**src/sxc_cfg.svh**
```systemverilog
// Register indices, port addresses, field positions and reset values for the extension bank
`ifndef SXC_CFG_SVH
`define SXC_CFG_SVH

`define SXC_PORT_KBD 16'h0060
`define SXC_PORT_SEQ_IDX 16'h03c4
`define SXC_PORT_SEQ_DATA 16'h03c5
`define SXC_PORT_PAL_RIDX 16'h03c7
`define SXC_PORT_PAL_WIDX 16'h03c8
`define SXC_PORT_PAL_DATA 16'h03c9

`define SXC_IDX_TIMER_CFG 8'h25
`define SXC_IDX_SIG_LOW 8'h26
`define SXC_IDX_SIG_HIGH 8'h27
`define SXC_IDX_SCRATCH_A 8'h28
`define SXC_IDX_SCRATCH_B 8'h29
`define SXC_IDX_ICON0 8'h2a

`define SXC_BIT_BACKLIGHT_CLR 0
`define SXC_BIT_STANDBY_CLR 1
`define SXC_BIT_CRT_OVERRIDE 2

`define SXC_RST_TIMER_CFG 8'h1e
`define SXC_RST_SIG_LOW 8'h0f
`define SXC_RST_SIG_HIGH 8'h0f
`define SXC_RST_SCRATCH 8'h00
`define SXC_RST_ICON0 8'h00
`define SXC_RST_INDEX 8'h00
`define SXC_WMASK_TIMER_CFG 8'h7f
`define SXC_WMASK_ICON0 8'h7f

`define SXC_PAL_SCR_BASE 8'hf3
`define SXC_PAL_SCR_WORDS 13
`define SXC_PAL_COMP_W 6

`define SXC_ICON_SIZE_NORMAL 8'h40
`define SXC_ICON_SIZE_DOUBLE 8'h80

`endif

```
**src/sxc_pkg.sv**
```systemverilog
// Types shared by the sequencer extension register bank
package sxc_pkg;

  typedef struct packed {
    logic reserved;
    logic fine_hpos3;
    logic map_sel;
    logic vdouble;
    logic hdouble;
    logic blink_en;
    logic mode_sel;
    logic disp_en;
  } sxc_icon_ctrl_type;

  typedef struct packed {
    logic cpu_ext;
    logic crt_ext;
    logic map_update;
  } sxc_mem_limit_type;

  typedef enum logic [2:0] {
    SXC_COMP_RED = 3'b001,
    SXC_COMP_GREEN = 3'b010,
    SXC_COMP_BLUE = 3'b100
  } sxc_comp_type;

endpackage : sxc_pkg

```
**src/sxc_ext_regs.sv**
```systemverilog
// Sequencer extension bank: address limits, timer clears, signature, scratchpads, icon 0
`timescale 1ns/100ps
`include "sxc_cfg.svh"

// How it works
// - Override bit low keeps CRT fetches inside the VGA region.
// - Override low, limit high: CPU reaches all memory, CRT stays limited.
// - Override and limit both high: CPU and CRT reach all memory.
// - Limit low restricts both CPU and CRT; override only touches CRT.
// - Override low with limit high flags icon and cursor mapping update.
// - VGA region is a power-of-two window so addresses wrap inside it.
// - Standby clear bit set: keyboard port read pulses standby timer reset.
// - Backlight clear bit set: keyboard port read pulses backlight timer reset.
// - Low signature register holds signature bits 7:0, reset value 0fh.
// - High signature register holds signature bits 15:8, reset value 0fh.
// - Two BIOS scratch bytes at indices 28h and 29h, reset zero.
// - Thirteen 18-bit palette scratch words, three accesses per word.
// - Icon 0 control resets zero; fields at bits 6,5,4,3,2,1,0.
// - Vertical doubling shows 128 scanlines by repeating lines.
// - Horizontal doubling shows 128 pixels by replicating pixels.
// - Icon blink runs at half the text cursor blink rate.
module sxc_ext_regs #(
  parameter int VGA_AW = 18,
  parameter int MEM_AW = 20,
  parameter int SCR_WORDS = `SXC_PAL_SCR_WORDS
) (
  input wire logic clk,
  input wire logic rst_n,
  input wire logic [15:0] io_addr,
  input wire logic io_wr,
  input wire logic io_rd,
  input wire logic [7:0] io_wdata,
  output logic [7:0] io_rdata,
  output logic io_rvalid,
  input wire logic address_limit_bit,
  input wire logic [MEM_AW-1:0] cpu_addr,
  input wire logic [MEM_AW-1:0] crt_addr,
  output logic [MEM_AW-1:0] cpu_addr_eff,
  output logic [MEM_AW-1:0] crt_addr_eff,
  output sxc_pkg::sxc_mem_limit_type mem_limits,
  input wire logic sig_load,
  input wire logic [15:0] sig_value,
  output logic standby_timer_clr,
  output logic backlight_timer_clr,
  input wire logic cursor_blink_tick,
  output sxc_pkg::sxc_icon_ctrl_type icon0_ctrl,
  output logic [7:0] icon0_width,
  output logic [7:0] icon0_height,
  output logic icon0_visible
);

  localparam int SA_W = (SCR_WORDS > 1) ? $clog2(SCR_WORDS) : 1;
  localparam int PW = `SXC_PAL_COMP_W;
  localparam logic [MEM_AW-1:0] VGA_MASK = MEM_AW'((64'd1 << VGA_AW) - 64'd1);

  if (VGA_AW < 1 || VGA_AW >= MEM_AW) begin : g_bad_aw
    $error("sxc_ext_regs: VGA_AW must be below MEM_AW");
  end
  if (SCR_WORDS < 1 || SCR_WORDS > 256 - int'(`SXC_PAL_SCR_BASE)) begin : g_bad_words
    $error("sxc_ext_regs: SCR_WORDS does not fit in the palette index space");
  end

  // Port decode
  logic seq_idx_sel;
  logic seq_data_sel;
  logic pal_data_sel;
  assign seq_idx_sel = (io_addr == `SXC_PORT_SEQ_IDX);
  assign seq_data_sel = (io_addr == `SXC_PORT_SEQ_DATA);
  assign pal_data_sel = (io_addr == `SXC_PORT_PAL_DATA);

  // Register group
  logic [7:0] index_reg, index_next;
  logic [7:0] timer_cfg_reg, timer_cfg_next;
  logic [7:0] sig_low_reg, sig_low_next;
  logic [7:0] sig_high_reg, sig_high_next;
  logic [7:0] scratch_a_reg, scratch_a_next;
  logic [7:0] scratch_b_reg, scratch_b_next;
  sxc_pkg::sxc_icon_ctrl_type icon_reg, icon_next;

  always_comb
  begin
    index_next = index_reg;
    timer_cfg_next = timer_cfg_reg;
    scratch_a_next = scratch_a_reg;
    scratch_b_next = scratch_b_reg;
    icon_next = icon_reg;
    if (io_wr && seq_idx_sel)
    begin
      index_next = io_wdata;
    end
    if (io_wr && seq_data_sel)
    begin
      case (index_reg)
        `SXC_IDX_TIMER_CFG: timer_cfg_next = io_wdata & `SXC_WMASK_TIMER_CFG;
        `SXC_IDX_SCRATCH_A: scratch_a_next = io_wdata;
        `SXC_IDX_SCRATCH_B: scratch_b_next = io_wdata;
        `SXC_IDX_ICON0: icon_next = sxc_pkg::sxc_icon_ctrl_type'(io_wdata & `SXC_WMASK_ICON0);
        default: index_next = index_next;
      endcase
    end
    sig_low_next = sig_load ? sig_value[7:0] : sig_low_reg;
    sig_high_next = sig_load ? sig_value[15:8] : sig_high_reg;
  end

  always_ff @(posedge clk or negedge rst_n)
  begin
    if (!rst_n)
    begin
      index_reg <= `SXC_RST_INDEX;
      timer_cfg_reg <= `SXC_RST_TIMER_CFG;
      sig_low_reg <= `SXC_RST_SIG_LOW;
      sig_high_reg <= `SXC_RST_SIG_HIGH;
      scratch_a_reg <= `SXC_RST_SCRATCH;
      scratch_b_reg <= `SXC_RST_SCRATCH;
      icon_reg <= sxc_pkg::sxc_icon_ctrl_type'(`SXC_RST_ICON0);
    end
    else
    begin
      index_reg <= index_next;
      timer_cfg_reg <= timer_cfg_next;
      sig_low_reg <= sig_low_next;
      sig_high_reg <= sig_high_next;
      scratch_a_reg <= scratch_a_next;
      scratch_b_reg <= scratch_b_next;
      icon_reg <= icon_next;
    end
  end

  // Palette scratchpad group
  logic [7:0] pal_widx_reg, pal_widx_next;
  logic [7:0] pal_ridx_reg, pal_ridx_next;
  sxc_pkg::sxc_comp_type wcomp_reg, wcomp_next;
  sxc_pkg::sxc_comp_type rcomp_reg, rcomp_next;
  logic [2*PW-1:0] hold_reg, hold_next;
  logic [7:0] widx_off;
  logic [7:0] ridx_off;
  logic widx_hit;
  logic ridx_hit;
  logic mem_wr_en;
  logic mem_rd_en;
  logic [3*PW-1:0] mem_rdata;

  assign widx_off = pal_widx_reg - `SXC_PAL_SCR_BASE;
  assign ridx_off = pal_ridx_reg - `SXC_PAL_SCR_BASE;
  assign widx_hit = (pal_widx_reg >= `SXC_PAL_SCR_BASE) && (int'(widx_off) < SCR_WORDS);
  assign ridx_hit = (pal_ridx_reg >= `SXC_PAL_SCR_BASE) && (int'(ridx_off) < SCR_WORDS);

  always_comb
  begin
    pal_widx_next = pal_widx_reg;
    pal_ridx_next = pal_ridx_reg;
    wcomp_next = wcomp_reg;
    rcomp_next = rcomp_reg;
    hold_next = hold_reg;
    mem_wr_en = 1'b0;
    mem_rd_en = 1'b0;
    if (io_wr && (io_addr == `SXC_PORT_PAL_WIDX))
    begin
      pal_widx_next = io_wdata;
      wcomp_next = sxc_pkg::SXC_COMP_RED;
    end
    if (io_wr && (io_addr == `SXC_PORT_PAL_RIDX))
    begin
      pal_ridx_next = io_wdata;
      rcomp_next = sxc_pkg::SXC_COMP_RED;
    end
    if (io_wr && pal_data_sel)
    begin
      case (wcomp_reg)
        sxc_pkg::SXC_COMP_RED:
        begin
          hold_next[2*PW-1:PW] = io_wdata[PW-1:0];
          wcomp_next = sxc_pkg::SXC_COMP_GREEN;
        end
        sxc_pkg::SXC_COMP_GREEN:
        begin
          hold_next[PW-1:0] = io_wdata[PW-1:0];
          wcomp_next = sxc_pkg::SXC_COMP_BLUE;
        end
        sxc_pkg::SXC_COMP_BLUE:
        begin
          mem_wr_en = widx_hit;
          pal_widx_next = pal_widx_reg + 8'h01;
          wcomp_next = sxc_pkg::SXC_COMP_RED;
        end
        default: wcomp_next = sxc_pkg::SXC_COMP_RED;
      endcase
    end
    if (io_rd && pal_data_sel)
    begin
      mem_rd_en = ridx_hit;
      case (rcomp_reg)
        sxc_pkg::SXC_COMP_RED: rcomp_next = sxc_pkg::SXC_COMP_GREEN;
        sxc_pkg::SXC_COMP_GREEN: rcomp_next = sxc_pkg::SXC_COMP_BLUE;
        sxc_pkg::SXC_COMP_BLUE:
        begin
          pal_ridx_next = pal_ridx_reg + 8'h01;
          rcomp_next = sxc_pkg::SXC_COMP_RED;
        end
        default: rcomp_next = sxc_pkg::SXC_COMP_RED;
      endcase
    end
  end

  always_ff @(posedge clk or negedge rst_n)
  begin
    if (!rst_n)
    begin
      pal_widx_reg <= 8'h00;
      pal_ridx_reg <= 8'h00;
      wcomp_reg <= sxc_pkg::SXC_COMP_RED;
      rcomp_reg <= sxc_pkg::SXC_COMP_RED;
      hold_reg <= '0;
    end
    else
    begin
      pal_widx_reg <= pal_widx_next;
      pal_ridx_reg <= pal_ridx_next;
      wcomp_reg <= wcomp_next;
      rcomp_reg <= rcomp_next;
      hold_reg <= hold_next;
    end
  end

  sxc_scratch_mem #(
    .DEPTH(SCR_WORDS),
    .WIDTH(3 * PW),
    .AW(SA_W)
  ) u_scratch_mem (
    .clk(clk),
    .rst_n(rst_n),
    .wr_en(mem_wr_en),
    .wr_addr(widx_off[SA_W-1:0]),
    .wr_data({hold_reg, io_wdata[PW-1:0]}),
    .rd_en(mem_rd_en),
    .rd_addr(ridx_off[SA_W-1:0]),
    .rd_data(mem_rdata)
  );

  // Read path: two stages so palette words and plain registers share one latency
  logic rd_pend_reg, rd_pend_next;
  logic rd_pal_reg, rd_pal_next;
  logic rd_hit_reg, rd_hit_next;
  sxc_pkg::sxc_comp_type rd_comp_reg, rd_comp_next;
  logic [7:0] rd_val_reg, rd_val_next;
  logic [7:0] io_rdata_reg, io_rdata_next;
  logic io_rvalid_reg;
  logic [7:0] idx_val;

  always_comb
  begin
    case (index_reg)
      `SXC_IDX_TIMER_CFG: idx_val = timer_cfg_reg;
      // Signature bytes, factory test use
      `SXC_IDX_SIG_LOW: idx_val = sig_low_reg;
      `SXC_IDX_SIG_HIGH: idx_val = sig_high_reg;
      `SXC_IDX_SCRATCH_A: idx_val = scratch_a_reg;
      `SXC_IDX_SCRATCH_B: idx_val = scratch_b_reg;
      `SXC_IDX_ICON0: idx_val = icon_reg;
      default: idx_val = 8'h00;
    endcase
    rd_pend_next = io_rd && (seq_idx_sel || seq_data_sel || pal_data_sel
      || (io_addr == `SXC_PORT_PAL_WIDX) || (io_addr == `SXC_PORT_PAL_RIDX));
    rd_pal_next = pal_data_sel;
    rd_hit_next = ridx_hit;
    rd_comp_next = rcomp_reg;
    if (seq_idx_sel)
    begin
      rd_val_next = index_reg;
    end
    else if (seq_data_sel)
    begin
      rd_val_next = idx_val;
    end
    else if (io_addr == `SXC_PORT_PAL_WIDX)
    begin
      rd_val_next = pal_widx_reg;
    end
    else
    begin
      rd_val_next = 8'h00;
    end
    io_rdata_next = io_rdata_reg;
    if (rd_pend_reg)
    begin
      if (!rd_pal_reg)
      begin
        io_rdata_next = rd_val_reg;
      end
      else if (!rd_hit_reg)
      begin
        io_rdata_next = 8'h00;
      end
      else
      begin
        case (rd_comp_reg)
          sxc_pkg::SXC_COMP_RED: io_rdata_next = {2'b00, mem_rdata[3*PW-1:2*PW]};
          sxc_pkg::SXC_COMP_GREEN: io_rdata_next = {2'b00, mem_rdata[2*PW-1:PW]};
          default: io_rdata_next = {2'b00, mem_rdata[PW-1:0]};
        endcase
      end
    end
  end

  always_ff @(posedge clk or negedge rst_n)
  begin
    if (!rst_n)
    begin
      rd_pend_reg <= 1'b0;
      rd_pal_reg <= 1'b0;
      rd_hit_reg <= 1'b0;
      rd_comp_reg <= sxc_pkg::SXC_COMP_RED;
      rd_val_reg <= 8'h00;
      io_rdata_reg <= 8'h00;
      io_rvalid_reg <= 1'b0;
    end
    else
    begin
      rd_pend_reg <= rd_pend_next;
      rd_pal_reg <= rd_pal_next;
      rd_hit_reg <= rd_hit_next;
      rd_comp_reg <= rd_comp_next;
      rd_val_reg <= rd_val_next;
      io_rdata_reg <= io_rdata_next;
      io_rvalid_reg <= rd_pend_reg;
    end
  end

  // Output group
  sxc_pkg::sxc_mem_limit_type lim_reg, lim_next;
  logic [MEM_AW-1:0] cpu_eff_reg, cpu_eff_next;
  logic [MEM_AW-1:0] crt_eff_reg, crt_eff_next;
  logic standby_clr_reg, standby_clr_next;
  logic backlight_clr_reg, backlight_clr_next;
  logic blink_div_reg, blink_div_next;
  logic blink_phase_reg, blink_phase_next;
  logic visible_reg, visible_next;
  logic [7:0] width_reg, width_next;
  logic [7:0] height_reg, height_next;
  logic kbd_rd;
  logic ovr;

  assign kbd_rd = io_rd && (io_addr == `SXC_PORT_KBD);
  assign ovr = timer_cfg_reg[`SXC_BIT_CRT_OVERRIDE];

  always_comb
  begin
    lim_next.cpu_ext = address_limit_bit;
    lim_next.crt_ext = address_limit_bit & ovr;
    lim_next.map_update = address_limit_bit & ~ovr;
    cpu_eff_next = lim_next.cpu_ext ? cpu_addr : (cpu_addr & VGA_MASK);
    crt_eff_next = lim_next.crt_ext ? crt_addr : (crt_addr & VGA_MASK);
    standby_clr_next = kbd_rd & timer_cfg_reg[`SXC_BIT_STANDBY_CLR];
    backlight_clr_next = kbd_rd & timer_cfg_reg[`SXC_BIT_BACKLIGHT_CLR];
    // phase flips every second cursor tick
    blink_div_next = blink_div_reg ^ cursor_blink_tick;
    blink_phase_next = blink_phase_reg ^ (cursor_blink_tick & blink_div_reg);
    visible_next = icon_reg.disp_en & (~icon_reg.blink_en | blink_phase_reg);
    width_next = icon_reg.hdouble ? `SXC_ICON_SIZE_DOUBLE : `SXC_ICON_SIZE_NORMAL;
    height_next = icon_reg.vdouble ? `SXC_ICON_SIZE_DOUBLE : `SXC_ICON_SIZE_NORMAL;
  end

  always_ff @(posedge clk or negedge rst_n)
  begin
    if (!rst_n)
    begin
      lim_reg <= '0;
      cpu_eff_reg <= '0;
      crt_eff_reg <= '0;
      standby_clr_reg <= 1'b0;
      backlight_clr_reg <= 1'b0;
      blink_div_reg <= 1'b0;
      blink_phase_reg <= 1'b0;
      visible_reg <= 1'b0;
      width_reg <= `SXC_ICON_SIZE_NORMAL;
      height_reg <= `SXC_ICON_SIZE_NORMAL;
    end
    else
    begin
      lim_reg <= lim_next;
      cpu_eff_reg <= cpu_eff_next;
      crt_eff_reg <= crt_eff_next;
      standby_clr_reg <= standby_clr_next;
      backlight_clr_reg <= backlight_clr_next;
      blink_div_reg <= blink_div_next;
      blink_phase_reg <= blink_phase_next;
      visible_reg <= visible_next;
      width_reg <= width_next;
      height_reg <= height_next;
    end
  end

  assign io_rdata = io_rdata_reg;
  assign io_rvalid = io_rvalid_reg;
  assign mem_limits = lim_reg;
  assign cpu_addr_eff = cpu_eff_reg;
  assign crt_addr_eff = crt_eff_reg;
  assign standby_timer_clr = standby_clr_reg;
  assign backlight_timer_clr = backlight_clr_reg;
  assign icon0_ctrl = icon_reg;
  assign icon0_width = width_reg;
  assign icon0_height = height_reg;
  assign icon0_visible = visible_reg;

endmodule : sxc_ext_regs

```
**src/sxc_scratch_mem.sv**
```systemverilog
// Palette scratchpad word store with registered read data
`timescale 1ns/100ps

module sxc_scratch_mem #(
  parameter int DEPTH = 13,
  parameter int WIDTH = 18,
  parameter int AW = 4
) (
  input wire logic clk,
  input wire logic rst_n,
  input wire logic wr_en,
  input wire logic [AW-1:0] wr_addr,
  input wire logic [WIDTH-1:0] wr_data,
  input wire logic rd_en,
  input wire logic [AW-1:0] rd_addr,
  output logic [WIDTH-1:0] rd_data
);

  logic [WIDTH-1:0] mem_array [DEPTH];
  logic [WIDTH-1:0] rd_data_reg;
  logic [WIDTH-1:0] rd_data_next;

  if ((1 << AW) < DEPTH) begin : g_bad_aw
    $error("sxc_scratch_mem: AW too small for DEPTH");
  end

  always_comb
  begin
    rd_data_next = rd_data_reg;
    if (rd_en && (int'(rd_addr) < DEPTH))
    begin
      rd_data_next = mem_array[rd_addr];
    end
  end

  // Array itself has no reset; contents are undefined until written
  always_ff @(posedge clk)
  begin
    if (wr_en && (int'(wr_addr) < DEPTH))
    begin
      mem_array[wr_addr] <= wr_data;
    end
  end

  always_ff @(posedge clk or negedge rst_n)
  begin
    if (!rst_n)
    begin
      rd_data_reg <= '0;
    end
    else
    begin
      rd_data_reg <= rd_data_next;
    end
  end

  assign rd_data = rd_data_reg;

endmodule : sxc_scratch_mem

```
**config.mk**
```make
export PLATFORM = sky130hd
export DESIGN_NAME = sxc_ext_regs
export DESIGN_NICKNAME = d
export VERILOG_FILES = /design/src/sxc_pkg.sv /design/src/sxc_ext_regs.sv /design/src/sxc_scratch_mem.sv
export VERILOG_INCLUDE_DIRS = /design/src
export SDC_FILE = /design/constraint.sdc
export NUM_CORES = 1
export LEC_CHECK = 0
export BUFFER_PORTS_ARGS = -buffer_cell sky130_fd_sc_hd__buf_2
export CAP_MARGIN = 20
export CORE_UTILIZATION = 45
export DETAILED_ROUTE_END_ITERATION = 7
export PLACE_DENSITY = 0.68
export SETUP_SLACK_MARGIN = 0.4
export SYNTH_ARGS = -nofsm -noshare
export SYNTH_HDL_FRONTEND = slang
export SYNTH_SLANG_ARGS = --single-unit
```
**constraint.sdc**
```tcl
create_clock -name clk -period 5.8 [get_ports clk]
set_input_delay 0.29 -clock clk [delete_from_list [all_inputs] [get_ports clk]]
set_output_delay 0.29 -clock clk [all_outputs]
set_load 0.01 [all_outputs]
```
==> results of run 1 <==
path summary, 6_finish.rpt:
| kind | from | to |
|---|---|---|
| min in group asynchronous | rst_n | io_rdata[1] |
| setup reg to reg | pal_ridx_reg[0] | u_scratch_mem.rd_data[9] |
| setup / recovery | pal_ridx_reg[0] | u_scratch_mem.rd_data[9] |
| hold / removal | io_wdata[7] | pal_ridx_reg[7] |
| max in group asynchronous | rst_n | pal_ridx_reg[0] |
| hold reg to reg | rcomp_reg[0] | rd_comp_reg[0] |
per-stage QoR:
step / instances / total power [mW] / worst slack, ns
4_1_cts: 1734 / 6.09 / 2.65
5_1_grt: 1736 / 6.23 / 2.44
3_3_place_gp: 1596 / 3.35 / 2.50
2_1_floorplan: 1036 / 3.27 / 3.52
3_5_place_dp: 1596 / 3.36 / 2.44
6_report: 1736 / 6.03 / 2.72
critical path: stages, from the launching register on:
cell and delay [ns]:
dfrtp_4 0.75, buf_4 0.62, and3_1 0.24, o311a_1 0.16, or4b_1 0.46, buf_4 0.28
a221oi_1 0.33, a21o_1 0.13
layer usage:
layer / GRT usage [%] / vias up / part of all wire (%)
met2: 32.0 / 343 / 48
met3: 3.39 / 58 / 6.7
li1: - / 4379 / -
met5: 0 / - / 0
met4: 6.71 / 0 / 2.5
met1: 28.4 / 4960 / 43
layout by cell type, fill, tap and decap left out, types with 12 or more instances in the layout:
cell type | netlist | layout
nand3_1 | 15 | 15
nand2_1 | 44 | 44
dlygate4sd3_1 | 0 | 61
buf_4 | 17 | 16
nor2_1 | 30 | 30
inv_1 | 13 | 13
edfxtp_1 | 234 | 234
a21oi_1 | 22 | 22
dfstp_2 | 17 | 17
conb_1 | 1 | 13
a221oi_1 | 17 | 17
mux2_2 | 73 | 73
o21ai_0 | 22 | 22
dfrtp_1 | 164 | 163
and3_1 | 21 | 21
clkbuf_16 | 0 | 45
a21o_1 | 20 | 20
mux4_2 | 54 | 54
mux2i_1 | 26 | 26
nand2b_1 | 12 | 12
buf_2 | 16 | 151
layout make-up:
cell class / count / area [sq um]
Timing Repair Buffer: 231 / 1540
Clock inverter: 20 / 209
Tap cell: 468 / 586
Fill cell: 2900 / 16700
Multi-Input combinational cell: 532 / 4830
Sequential cell: 415 / 11600
Clock buffer: 57 / 1180
Inverter: 13 / 48.8
timing repair:
action	4_1_cts	5_1_grt
hold buffers	61	0
endpoints found under the setup margin	0	0
hold endpoints to repair	103	0
setup buffers	0	0
power by group:
group          total (mW)  switching [mW]  internal, mW
Combinational       0.178          0.0985        0.0791
Clock                2.70            1.12          1.58
Sequential           3.16          0.0149          3.14
Total                6.03            1.23          4.80
cells by family (layout without fill, tap and decap cells):
group	Yosys count	in the layout	synth area share (%)
AO/OA/AOI/OAI	154	154	6.85
XOR/XNOR	7	7	0.409
adder cells (fa/ha/maj)	7	7	0.521
buffers and inverters	89	321	2.81
flip-flops	415	415	68.9
multiplexers	153	153	13.7
other	1	13	0.0223
AND/OR/NAND/NOR	198	198	6.85
==> summary.txt, run 1 <==
Status
  – Outcome: complete, no violations

STA
  – Worst-Margin Slew: slightly above 1 ns
  – Final setup TNS: 0 ns
  – Slew Limit Headroom: ~30%
  – RSZ-0062 raised after global routing: false
  – WHS: around 0.096 ns
  – Max Slew Vio Count: 0
  – Final min period: about 3 ns
  – Achievable frequency: roughly 0.32 GHz
  – Fin. Hold Viols: 0
  – Fin crit share: a little over half
  – Final setup viols: 0
  – Clock Skew: 0.0217 ns

Worst setup path
  – Kind of critical path: reg2reg
  – R2R depth: 7
  – Arr. time, crit path: ~3.6 ns
  – Data required, critical path: 6.31 ns
  – Internal reg-to-reg setup slack: roughly 2.7 ns
  – Element type at the critical path start: flip-flop
  – Critical path endpoint category: flip-flop
  – Max FO, Critical Path: 36

Routing
  – Drt total wl: roughly 38000 um
  – DR vias/cell: 5.61
  – DRT iter0 DRCs: 811
  – Vias: around 9700
  – Antenna Nets Post-Route: 0
  – Post-route DRC violation count: 0
  – Drt pass-1 iters: 5
  – Drt wl/cell: 21.7 um

Clocking
  – Clk slew on worst S/H paths: 0.06 ns
  – Post-cts resize count: 0
  – Clk sinks: slightly above 400
  – Num CTS Buffers: 42
  – TritonCTS clock tree: built
  – Clock tree buffer depth: 3
  – H-tree depth: 2
  – Later-pin clock latency in the skew report: ~0.57 ns
  – Root cell of the clock tree: clkbuf_16

Finish
  – Post-layout nets: around 1300
  – Layout cells sized above 1: between 30 and 40%
  – Largest register FFs: around 230
  – Register bank with the most flops: u_scratch_mem.mem_array
  – Post-route cell area: approximately 0.02 sq mm
  – Area delta synth->final: 18.8%
  – ANT cells: 0
  – Layout Utilization: between 50% and 60%

Global routing
  – First-pass GRT wire length: 58100 um
  – Initial antenna violation count: 1
  – Gr ovfl total: 0
  – Vias in the first global route: 9765
  – Tot GR Track Use: 20.2%
  – Largest net degree at the start of global routing: 80

Floorplanning
  – Die area: between 0.03 and 0.04 sq mm
  – Core area: 0.0367 sq mm
  – Die Ht: a little under 200 um
  – Row cnt: 70
  – Die Span X: between 150 and 200 um
  – I/O pin cnt: ~170
  – Initial Util: between 40% and 50%

Pwr
  – Peak VDD IR: between 200 and 250 uV
  – Lkg Pwr: a little over 8 nW
  – Cell area power density: between 300 and 400 mW/mm^2

Synth
  – Fraction of synthesis flops using an asynchronous set or reset pin: between 40% and 50%
  – Cells after synthesis: a little over 1000
  – Yosys warning count: 0
  – Mapped Avg Cell Area: roughly 16 sq um
  – Ranking of synthesized cells by area: edfxtp_1 (42%), dfrtp_1 (24%), mux4_2 (7.2%)
  – Top_reg_cell synth: edfxtp_1
  – Most frequent cell after synthesis: edfxtp_1
  – Synthesized area: about 0.017 sq mm
  – Biggest area consumer among synthesized cells: edfxtp_1
  – List of most frequent post-synthesis cells: edfxtp_1 (234), dfrtp_1 (164), mux2_2 (73)
  – Post-synthesis sequential area ratio: between 60% and 70%
  – Synth top area share: about two fifths
  – Post-synth cell types: between 70 and 80
  – Yosys reg bits: 415
  – Number of synthesized flops with an enable pin: roughly 230

Placement
  – PortBufs: 152
  – Post-DP HPWL: ~23000 um
  – GP Congestion: 0.888
  – Placement Cell Area: between 0.015 and 0.02 sq mm

Flow run
  – Max Cap Violations: 0

Hold path
  – Hold-critical path depth: 3
  – Worst min path class: in2reg
(Power assumes the default switching activity.)
==> inputs of run 2 (changes only) <==
--- a/config.mk
+++ b/config.mk
@@ -6,11 +6,12 @@
 export SDC_FILE = /design/constraint.sdc
 export NUM_CORES = 1
 export LEC_CHECK = 0
+export ABC_AREA = 1
 export BUFFER_PORTS_ARGS = -buffer_cell sky130_fd_sc_hd__buf_2
 export CAP_MARGIN = 20
 export CORE_UTILIZATION = 45
 export DETAILED_ROUTE_END_ITERATION = 7
-export PLACE_DENSITY = 0.68
+export PLACE_DENSITY = 0.71
 export SETUP_SLACK_MARGIN = 0.4
 export SYNTH_ARGS = -nofsm -noshare
 export SYNTH_HDL_FRONTEND = slang
==> constraint.sdc (replaced) <==
create_clock -name clk -period 2.6 [get_ports clk]
set_input_delay 0.13 -clock clk [delete_from_list [all_inputs] [get_ports clk]]
set_output_delay 0.13 -clock clk [all_outputs]
set_load 0.01 [all_outputs]
==> summary.txt, run 2 <==
Status
  – Outcome: complete, no violations (unchanged)

Finish
  – Layout cells sized above 1: 18.3% (was 32.2%)
  – Largest register FFs: 234 (unchanged)
  – ANT cells: 0 (unchanged)
  – Layout Utilization: 55.4% (was 54.4%)
  – FILL cells: 3156 (was 2900)
  – Commonest non-fill, non-tap cell in the layout: nand2_1 (was edfxtp_1)
  – Commonest non-fill, non-tap cells in the layout: nand2_1 (263), nor2_1 (260), edfxtp_1 (234) (was edfxtp_1 (234), dfrtp_1 (163), buf_2 (151))
  – Post-layout nets: 1932 (was 1329)
  – Area delta synth->final: 21.3% (was 18.8%)
  – Register bank with the most flops: u_scratch_mem.mem_array (unchanged)

Synth
  – Yosys warning count: 0 (unchanged)
  – Yosys reg bits: 415 (unchanged)
  – Post-synthesis sequential area ratio: 67.3% (was 68.9%)
  – Most frequent cell after synthesis: nor2_1 (was edfxtp_1)
  – Mapped Avg Cell Area: 10.7 sq um (was 16.4 sq um)
  – Number of synthesized flops with an enable pin: 234 (unchanged)
  – Synthesized area: 0.0172 sq mm (was 0.0168 sq mm)
  – Post-synth cell types: 40 (was 75)
  – List of most frequent post-synthesis cells: nor2_1 (272), nand2_1 (264), edfxtp_1 (234) (was edfxtp_1 (234), dfrtp_1 (164), mux2_2 (73))
  – Biggest area consumer among synthesized cells: edfxtp_1 (unchanged)
  – Fraction of synthesis flops using an asynchronous set or reset pin: 43.6% (unchanged)
  – Top_reg_cell synth: edfxtp_1 (unchanged)
  – Synth top area share: 40.9% (was 41.8%)
  – Ranking of synthesized cells by area: edfxtp_1 (41%), dfrtp_1 (24%), nor2_1 (5.9%) (was edfxtp_1 (42%), dfrtp_1 (24%), mux4_2 (7.2%))
  – Cells after synthesis: 1602 (was 1024)

Floorplanning
  – Initial Util: 45.7% (was 45.8%)
  – Die area: 0.0390 sq mm (was 0.0381 sq mm)
  – Row cnt: 71 (was 70)
  – Die Ht: 198 um (was 195 um)
  – Core area: 0.0377 sq mm (was 0.0367 sq mm)
  – Die Span X: 198 um (was 195 um)
  – I/O pin cnt: 166 (unchanged)

Placement
  – PortBufs: 152 (unchanged)
  – Post-DP HPWL: 28200 um (was 23500 um)
  – DP Worst Slack: 0.310 ns (was 2.44 ns)
  – GP Congestion: 0.974 (was 0.888)

Worst setup path
  – R2R Path Start: pal_widx_reg[0] (was pal_ridx_reg[0])
  – Cells along the critical path: dlygate4sd3_1, buf_2, nor2_1, nand2_1, nor2_4, nand4_1, nor2_1, nand4_1, nor2_2, buf_4 (was buf_4, and3_1, o311a_1, or4b_1, buf_4, a221oi_1, a21o_1)
  – Max FO, Critical Path: 18 (was 36)
  – Worst Setup SP: io_addr[11] (was pal_ridx_reg[0])
  – Kind of critical path: in2reg (was reg2reg)
  – CP peak stage delay: 0.53 ns (was 0.75 ns)
  – Arr. time, crit path: 2.43 ns (was 3.59 ns)
  – Slowest CP cell: dlygate4sd3_1 (was dfrtp_4)
  – Crit path capture: u_scratch_mem.mem_array[6][16] (was u_scratch_mem.rd_data[9])
  – Element type at the critical path start: primary input (was flip-flop)
  – Critical path endpoint category: flip-flop (unchanged)
  – R2R depth: 8 (was 7)
  – RR Endpoint: u_scratch_mem.mem_array[11][1] (was u_scratch_mem.rd_data[9])
  – Data required, critical path: 2.83 ns (was 6.31 ns)
  – Internal reg-to-reg setup slack: 0.43 ns (was 2.72 ns)

Clocking
  – Root cell of the clock tree: clkbuf_16 (unchanged)
  – Clk sinks: 415 (unchanged)
  – Clk slew on worst S/H paths: 0.06 ns (about the same)
  – TritonCTS clock tree: built (unchanged)
  – Num CTS Buffers: 44 (was 42)
  – H-tree depth: 2 (unchanged)
  – Clock tree buffer depth: 3 (unchanged)
  – Later-pin clock latency in the skew report: 0.57 ns (about the same)

Hold path
  – Worst min path class: in2reg (unchanged)
  – Hold-critical path depth: 1 (was 3)

STA
  – Worst setup margin: 0.403 ns (was 2.72 ns)
  – Final setup viols: 0 (unchanged)
  – Max Slew Vio Count: 0 (unchanged)
  – Clock Skew: 0.0233 ns (was 0.0217 ns)
  – Fin. Hold Viols: 0 (unchanged)
  – Achievable frequency: 0.455 GHz
  – Slew Limit Headroom: 48.8% (was 30.8%)
  – RSZ-0062 raised after global routing: true (was false)
  – Worst-Margin Slew: 0.769 ns (was 1.03 ns)
  – Final setup TNS: 0 ns (unchanged)
  – WHS: 0.0270 ns (was 0.0955 ns)
  – Final min period: roughly 2.2 ns
  – Fin crit share: around 84%

Routing
  – Drt total wl: 46100 um (was 37700 um)
  – Drt pass-1 iters: 7 (was 5)
  – Drt wl/cell: 19.3 um (was 21.7 um)
  – DRT iter0 DRCs: 1474 (was 811)
  – DR vias/cell: 5.39 (was 5.61)
  – Post-route DRC violation count: 0 (unchanged)
  – Vias: 12848 (was 9740)
  – Antenna Nets Post-Route: 0 (unchanged)

Global routing
  – Initial antenna violation count: 1 (unchanged)
  – Gr ovfl total: 0 (unchanged)
  – Vias in the first global route: 12627 (was 9765)
  – Largest net degree at the start of global routing: 69 (was 80)
  – Tot GR Track Use: 23.7% (was 20.2%)
  – First-pass GRT wire length: 70500 um (was 58100 um)

Pwr
  – Pwr Total: 13.7 mW (was 6.03 mW)
  – NetSw: 2.90 mW (was 1.23 mW)
  – Flop pwr share: 51.4% (was 52.3%)
  – Sw Share: 21.2% (was 20.5%)
  – Lkg Pwr: 8.61 nW (was 8.26 nW)
  – Cell area power density: 657 mW/mm^2 (was 302 mW/mm^2)
  – Clk pwr share: 45.6% (was 44.7%)
  – Peak VDD IR: 624 uV (was 221 uV)
  – Comb pwr share: 3.1% (was 2.9%)
  – Int Pwr: 10.8 mW (was 4.80 mW)

Flow run
  – Max Cap Violations: 0 (unchanged)
run 2: routing by layer:
layer | up-vias | global-route usage, % | part of all wire [%]
met4 | 0 | 8.04 | 3.2
met3 | 99 | 4.85 | 9.0
met1 | 6203 | 31.3 | 40
li1 | 5912 | - | -
met2 | 634 | 39.0 | 48
met5 | - | 0 | 0
run 2: worst min-delay path by stage:
| stage | startpoint | endpoint | slack (ns) |
|---|---|---|---|
| after CTS | io_wdata[5] | u_scratch_mem.mem_array[9][5] | 0.01 |
| after floorplan | rst_n | backlight_timer_clr | -0.17 |
| after global placement | rst_n | crt_addr_eff[1] | 0.16 |
| after detailed placement | rst_n | crt_addr_eff[12] | 0.17 |
| after global routing | io_wdata[5] | u_scratch_mem.mem_array[9][5] | 0.002 |
| final | io_wdata[5] | u_scratch_mem.mem_array[9][5] | 0.03 |
run 2: cell type report:
type | count | area [sq um] | area share [%]
clock inverters | 21 | 188 | 0.900
clock buffers | 61 | 1260 | 6.04
flip-flops and latches | 415 | 11600 | 55.5
inverters | 106 | 400 | 1.92
multi-input cells | 1013 | 4920 | 23.6
well taps | 511 | 639 | 3.06
repair buffers | 258 | 1880 | 8.99
run 2: critical path: cells and delay by family:
family                 cells  cell delay, ns
buffers and inverters      3            0.95
and+or+nand+nor            7            1.34
run 2: cells by family after synthesis:
kind of cell / count (synthesis) / share of synthesized area [%]
other: 1 / 0.0218
AO/OA/AOI/OAI: 291 / 9.35
multiplexers: 16 / 1.05
AND/OR/NAND/NOR: 678 / 16.7
adder cells (fa/ha/maj): 7 / 0.509
XOR/XNOR: 7 / 0.356
buffers and inverters: 187 / 4.71
flip-flops: 415 / 67.3
run 2: through the flow:
step / instance area [sq um] / std cells
final: 20900 / 2385
after floorplan: 17200 / 1614
after global routing: 20900 / 2385
after detailed placement: 18600 / 2229
after CTS: 20800 / 2381
after global placement: 18600 / 2229
run 2: repair_timing:
action | CTS | global route
hold buffers | 70 | 0
setup buffers | 0 | 2
endpoints found under the setup margin | 234 | 205
pin swaps | 0 | 3
cloned | 0 | 2
resized for setup | 8 | 11
endpoints found under the hold margin | 149 | 0
run 2: power by group through the flow:
stage          clock (mW)  sequential (mW)  combinational, mW
2_1_floorplan           0             7.18              0.103
3_3_place_gp            0             7.17              0.329
3_5_place_dp            0             7.17              0.338
4_1_cts              6.32             7.04              0.416
5_1_grt              6.59             7.04              0.458
6_report             6.24             7.04              0.419
==> inputs of run 3 (changes only) <==
--- a/config.mk
+++ b/config.mk
@@ -6,12 +6,12 @@
 export SDC_FILE = /design/constraint.sdc
 export NUM_CORES = 1
 export LEC_CHECK = 0
-export ABC_AREA = 1
+export ABC_AREA = 0
 export BUFFER_PORTS_ARGS = -buffer_cell sky130_fd_sc_hd__buf_2
 export CAP_MARGIN = 20
 export CORE_UTILIZATION = 45
 export DETAILED_ROUTE_END_ITERATION = 7
-export PLACE_DENSITY = 0.71
+export PLACE_DENSITY = 0.68
 export SETUP_SLACK_MARGIN = 0.4
 export SYNTH_ARGS = -nofsm -noshare
 export SYNTH_HDL_FRONTEND = slang
==> constraint.sdc (replaced) <==
create_clock -name clk -period 2.25 [get_ports clk]
set_input_delay 0.1125 -clock clk [delete_from_list [all_inputs] [get_ports clk]]
set_output_delay 0.1125 -clock clk [all_outputs]
set_load 0.01 [all_outputs]
==> summary.txt, run 3 (same netlist as run 1, synthesis figures left out) <==
Status
  – Outcome: complete, no violations (unchanged)

Worst setup path
  – Kind of critical path: reg2reg (was in2reg)
  – R2R depth: 7 (was 8)
  – RR Endpoint: u_scratch_mem.rd_data[0] (was u_scratch_mem.mem_array[11][1])
  – Crit path capture: u_scratch_mem.rd_data[0] (was u_scratch_mem.mem_array[6][16])
  – Element type at the critical path start: flip-flop (was primary input)
  – CP peak stage delay: 0.54 ns (was 0.53 ns)
  – Worst Setup SP: pal_ridx_reg[0] (was io_addr[11])
  – R2R Path Start: pal_ridx_reg[0] (was pal_widx_reg[0])
  – Critical path endpoint category: flip-flop (unchanged)
  – Max FO, Critical Path: 25 (was 18)
  – Slowest CP cell: dfrtp_4 (was dlygate4sd3_1)
  – Data required, critical path: 2.78 ns (was 2.83 ns)
  – Arr. time, crit path: 2.59 ns (was 2.43 ns)
  – Internal reg-to-reg setup slack: 0.19 ns (was 0.43 ns)
  – Cells along the critical path: buf_12, a21oi_1, xnor2_2, buf_4, clkbuf_16, a221oi_4, a21o_1 (was dlygate4sd3_1, buf_2, nor2_1, nand2_1, nor2_4, nand4_1, nor2_1, nand4_1, nor2_2, buf_4)

Finish
  – Storage cell area: 0.0116 sq mm (about the same)
  – Multi-input gate area: 0.00524 sq mm (was 0.00492 sq mm)
  – Commonest non-fill, non-tap cell in the layout: edfxtp_1 (was nand2_1)
  – Layout cells sized above 1: 41.1% (was 18.3%)
  – Register bank with the most flops: u_scratch_mem.mem_array (unchanged)
  – FILL cells: 2682 (was 3156)
  – Post-route cell area: 0.0217 sq mm (was 0.0209 sq mm)
  – Area delta synth->final: 29.1% (was 21.3%)
  – Largest register FFs: 234 (unchanged)
  – Commonest non-fill, non-tap cells in the layout: edfxtp_1 (234), dfrtp_1 (158), buf_2 (151) (was nand2_1 (263), nor2_1 (260), edfxtp_1 (234))
  – Post-layout nets: 1417 (was 1932)
  – ANT cells: 0 (unchanged)

Global routing
  – Tot GR Track Use: 21.7% (was 23.7%)
  – Vias in the first global route: 10781 (was 12627)
  – Largest net degree at the start of global routing: 66 (was 69)
  – Initial antenna violation count: 0 (was 1)
  – First-pass GRT wire length: 62300 um (was 70500 um)
  – Gr ovfl total: 0 (unchanged)

STA
  – Final setup viols: 0 (unchanged)
  – Final min period: 2.06 ns
  – Worst-Margin Slew: 0.623 ns (was 0.769 ns)
  – Achievable frequency: 0.485 GHz
  – Fin. Hold Viols: 0 (unchanged)
  – Final setup TNS: 0 ns (unchanged)
  – Clock Skew: 0.0288 ns (was 0.0233 ns)
  – Max Slew Vio Count: 0 (unchanged)
  – Slew Limit Headroom: 58.5% (was 48.8%)
  – Fin crit share: 91.6%
  – RSZ-0062 raised after global routing: true (unchanged)

Clocking
  – H-tree depth: 2 (unchanged)
  – Clk sinks: 415 (unchanged)
  – Root cell of the clock tree: clkbuf_16 (unchanged)
  – Num CTS Buffers: 44 (unchanged)
  – Clk slew on worst S/H paths: 0.06 ns (about the same)
  – Later-pin clock latency in the skew report: 0.59 ns (was 0.57 ns)
  – Clock tree buffer depth: 3 (unchanged)
  – TritonCTS clock tree: built (unchanged)

Floorplanning
  – Row cnt: 70 (was 71)
  – Die Ht: 195 um (was 198 um)
  – Die Span X: 195 um (was 198 um)
  – Core area: 0.0367 sq mm (was 0.0377 sq mm)
  – Initial Util: 45.8% (was 45.7%)
  – Die area: 0.0381 sq mm (was 0.0390 sq mm)
  – I/O pin cnt: 166 (unchanged)

Flow run
  – Max Cap Violations: 0 (unchanged)

Pwr
  – Cell area power density: 724 mW/mm^2 (was 657 mW/mm^2)
  – Peak VDD IR: 588 uV (was 624 uV)
  – Lkg Pwr: 8.93 nW (was 8.61 nW)

Routing
  – Vias: 10363 (was 12848)
  – Drt pass-1 iters: 5 (was 7)
  – Drt wl/cell: 23.2 um (was 19.3 um)
  – DR vias/cell: 5.68 (was 5.39)
  – Post-route DRC violation count: 0 (unchanged)
  – DRT iter0 DRCs: 723 (was 1474)
  – Drt total wl: 42400 um (was 46100 um)
  – Antenna Nets Post-Route: 0 (unchanged)

Placement
  – Placement Cell Area: 0.0187 sq mm (was 0.0186 sq mm)
  – PortBufs: 152 (unchanged)
  – Post-DP HPWL: 24000 um (was 28200 um)
  – GP Congestion: 0.912 (was 0.974)

Hold path
  – Worst min path class: in2reg (unchanged)
  – Launch point of the worst hold path: io_addr[11] (was io_wdata[5])
==> run 3: cell types whose count changed in the layout (fill, tap and decap cells not counted), moves of 48 or more <==
cell / before / now
inv_1: 95 / 13
mux2_2: 16 / 64
mux4_2: 0 / 54
nand2_1: 263 / 40
nand3_1: 78 / 13
nor2_1: 260 / 28
o21ai_0: 178 / 19
==> run 3: critical path: cells and delay by family, from the launching register on <==
family | cells | cell delay (ns)
AOI/OAI and AO/OA | 3 | 0.72
buffers and inverters | 3 | 0.59
DFF | 1 | 0.54
xor gates and xnor gates | 1 | 0.15
==> run 3: repair_timing <==
action                     4_1_cts  5_1_grt
hold buffers                    67        0
cloned                           4       12
resized for setup               37       42
pin swaps                        4       12
buffers inserted                18        7
setup endpoints to repair      197      290
hold endpoints to repair       138        0
==> run 3: worst min-delay path by stage <==
stage	endpoint	slack [ns]	cells after the start
final	rd_pend_reg	0.03	5
after global routing	u_scratch_mem.mem_array[5][5]	0.05	1
after CTS	rd_pend_reg	0.007	5
after detailed placement	rd_val_reg[2]	0.17	1
after global placement	cpu_addr_eff[18]	0.18	1
after floorplan	backlight_timer_clr	-0.18	0
==> run 3: power by group <==
| part | leakage, nW | switching (mW) | internal, mW |
|---|---|---|---|
| clock | 0.695 | 3.01 | 4.08 |
| sequential | 4.85 | 0.0417 | 8.10 |
| combinational | 3.38 | 0.262 | 0.216 |
==> run 3: layout make-up <==
type | instances | share of cell area (%)
Sequential cell | 415 | 53.4
Multi-Input combinational cell | 532 | 24.1
Timing Repair Buffer | 317 | 13.0
Clock buffer | 66 | 5.87
Tap cell | 468 | 2.70
Clock inverter | 15 | 0.743
Inverter | 13 | 0.225
==> run 3: per-stage QoR <==
stage	util (%)	hold WS [ns]	worst slack (ns)	std cells	power, mW
floorplan	-	-0.183	0.226	1036	8.42
global placement	51.0	0.182	0.136	1637	8.66
detailed placement	51.0	0.172	0.101	1637	8.67
CTS	57.8	0.00651	0.186	1807	15.8
global route	59.2	0.0515	0.119	1826	16.2
finish	59.2	0.0268	0.189	1826	15.7
==> run 3: metal layers <==
layer  GRT usage (%)  vias to the layer above  part of all wire (%)
li1                -                     4552                     -
met1            27.5                     5379                    41
met2            38.0                      368                    51
met3            3.83                       64                   5.9
met4            6.65                        0                   2.2
met5               0                        -                     0
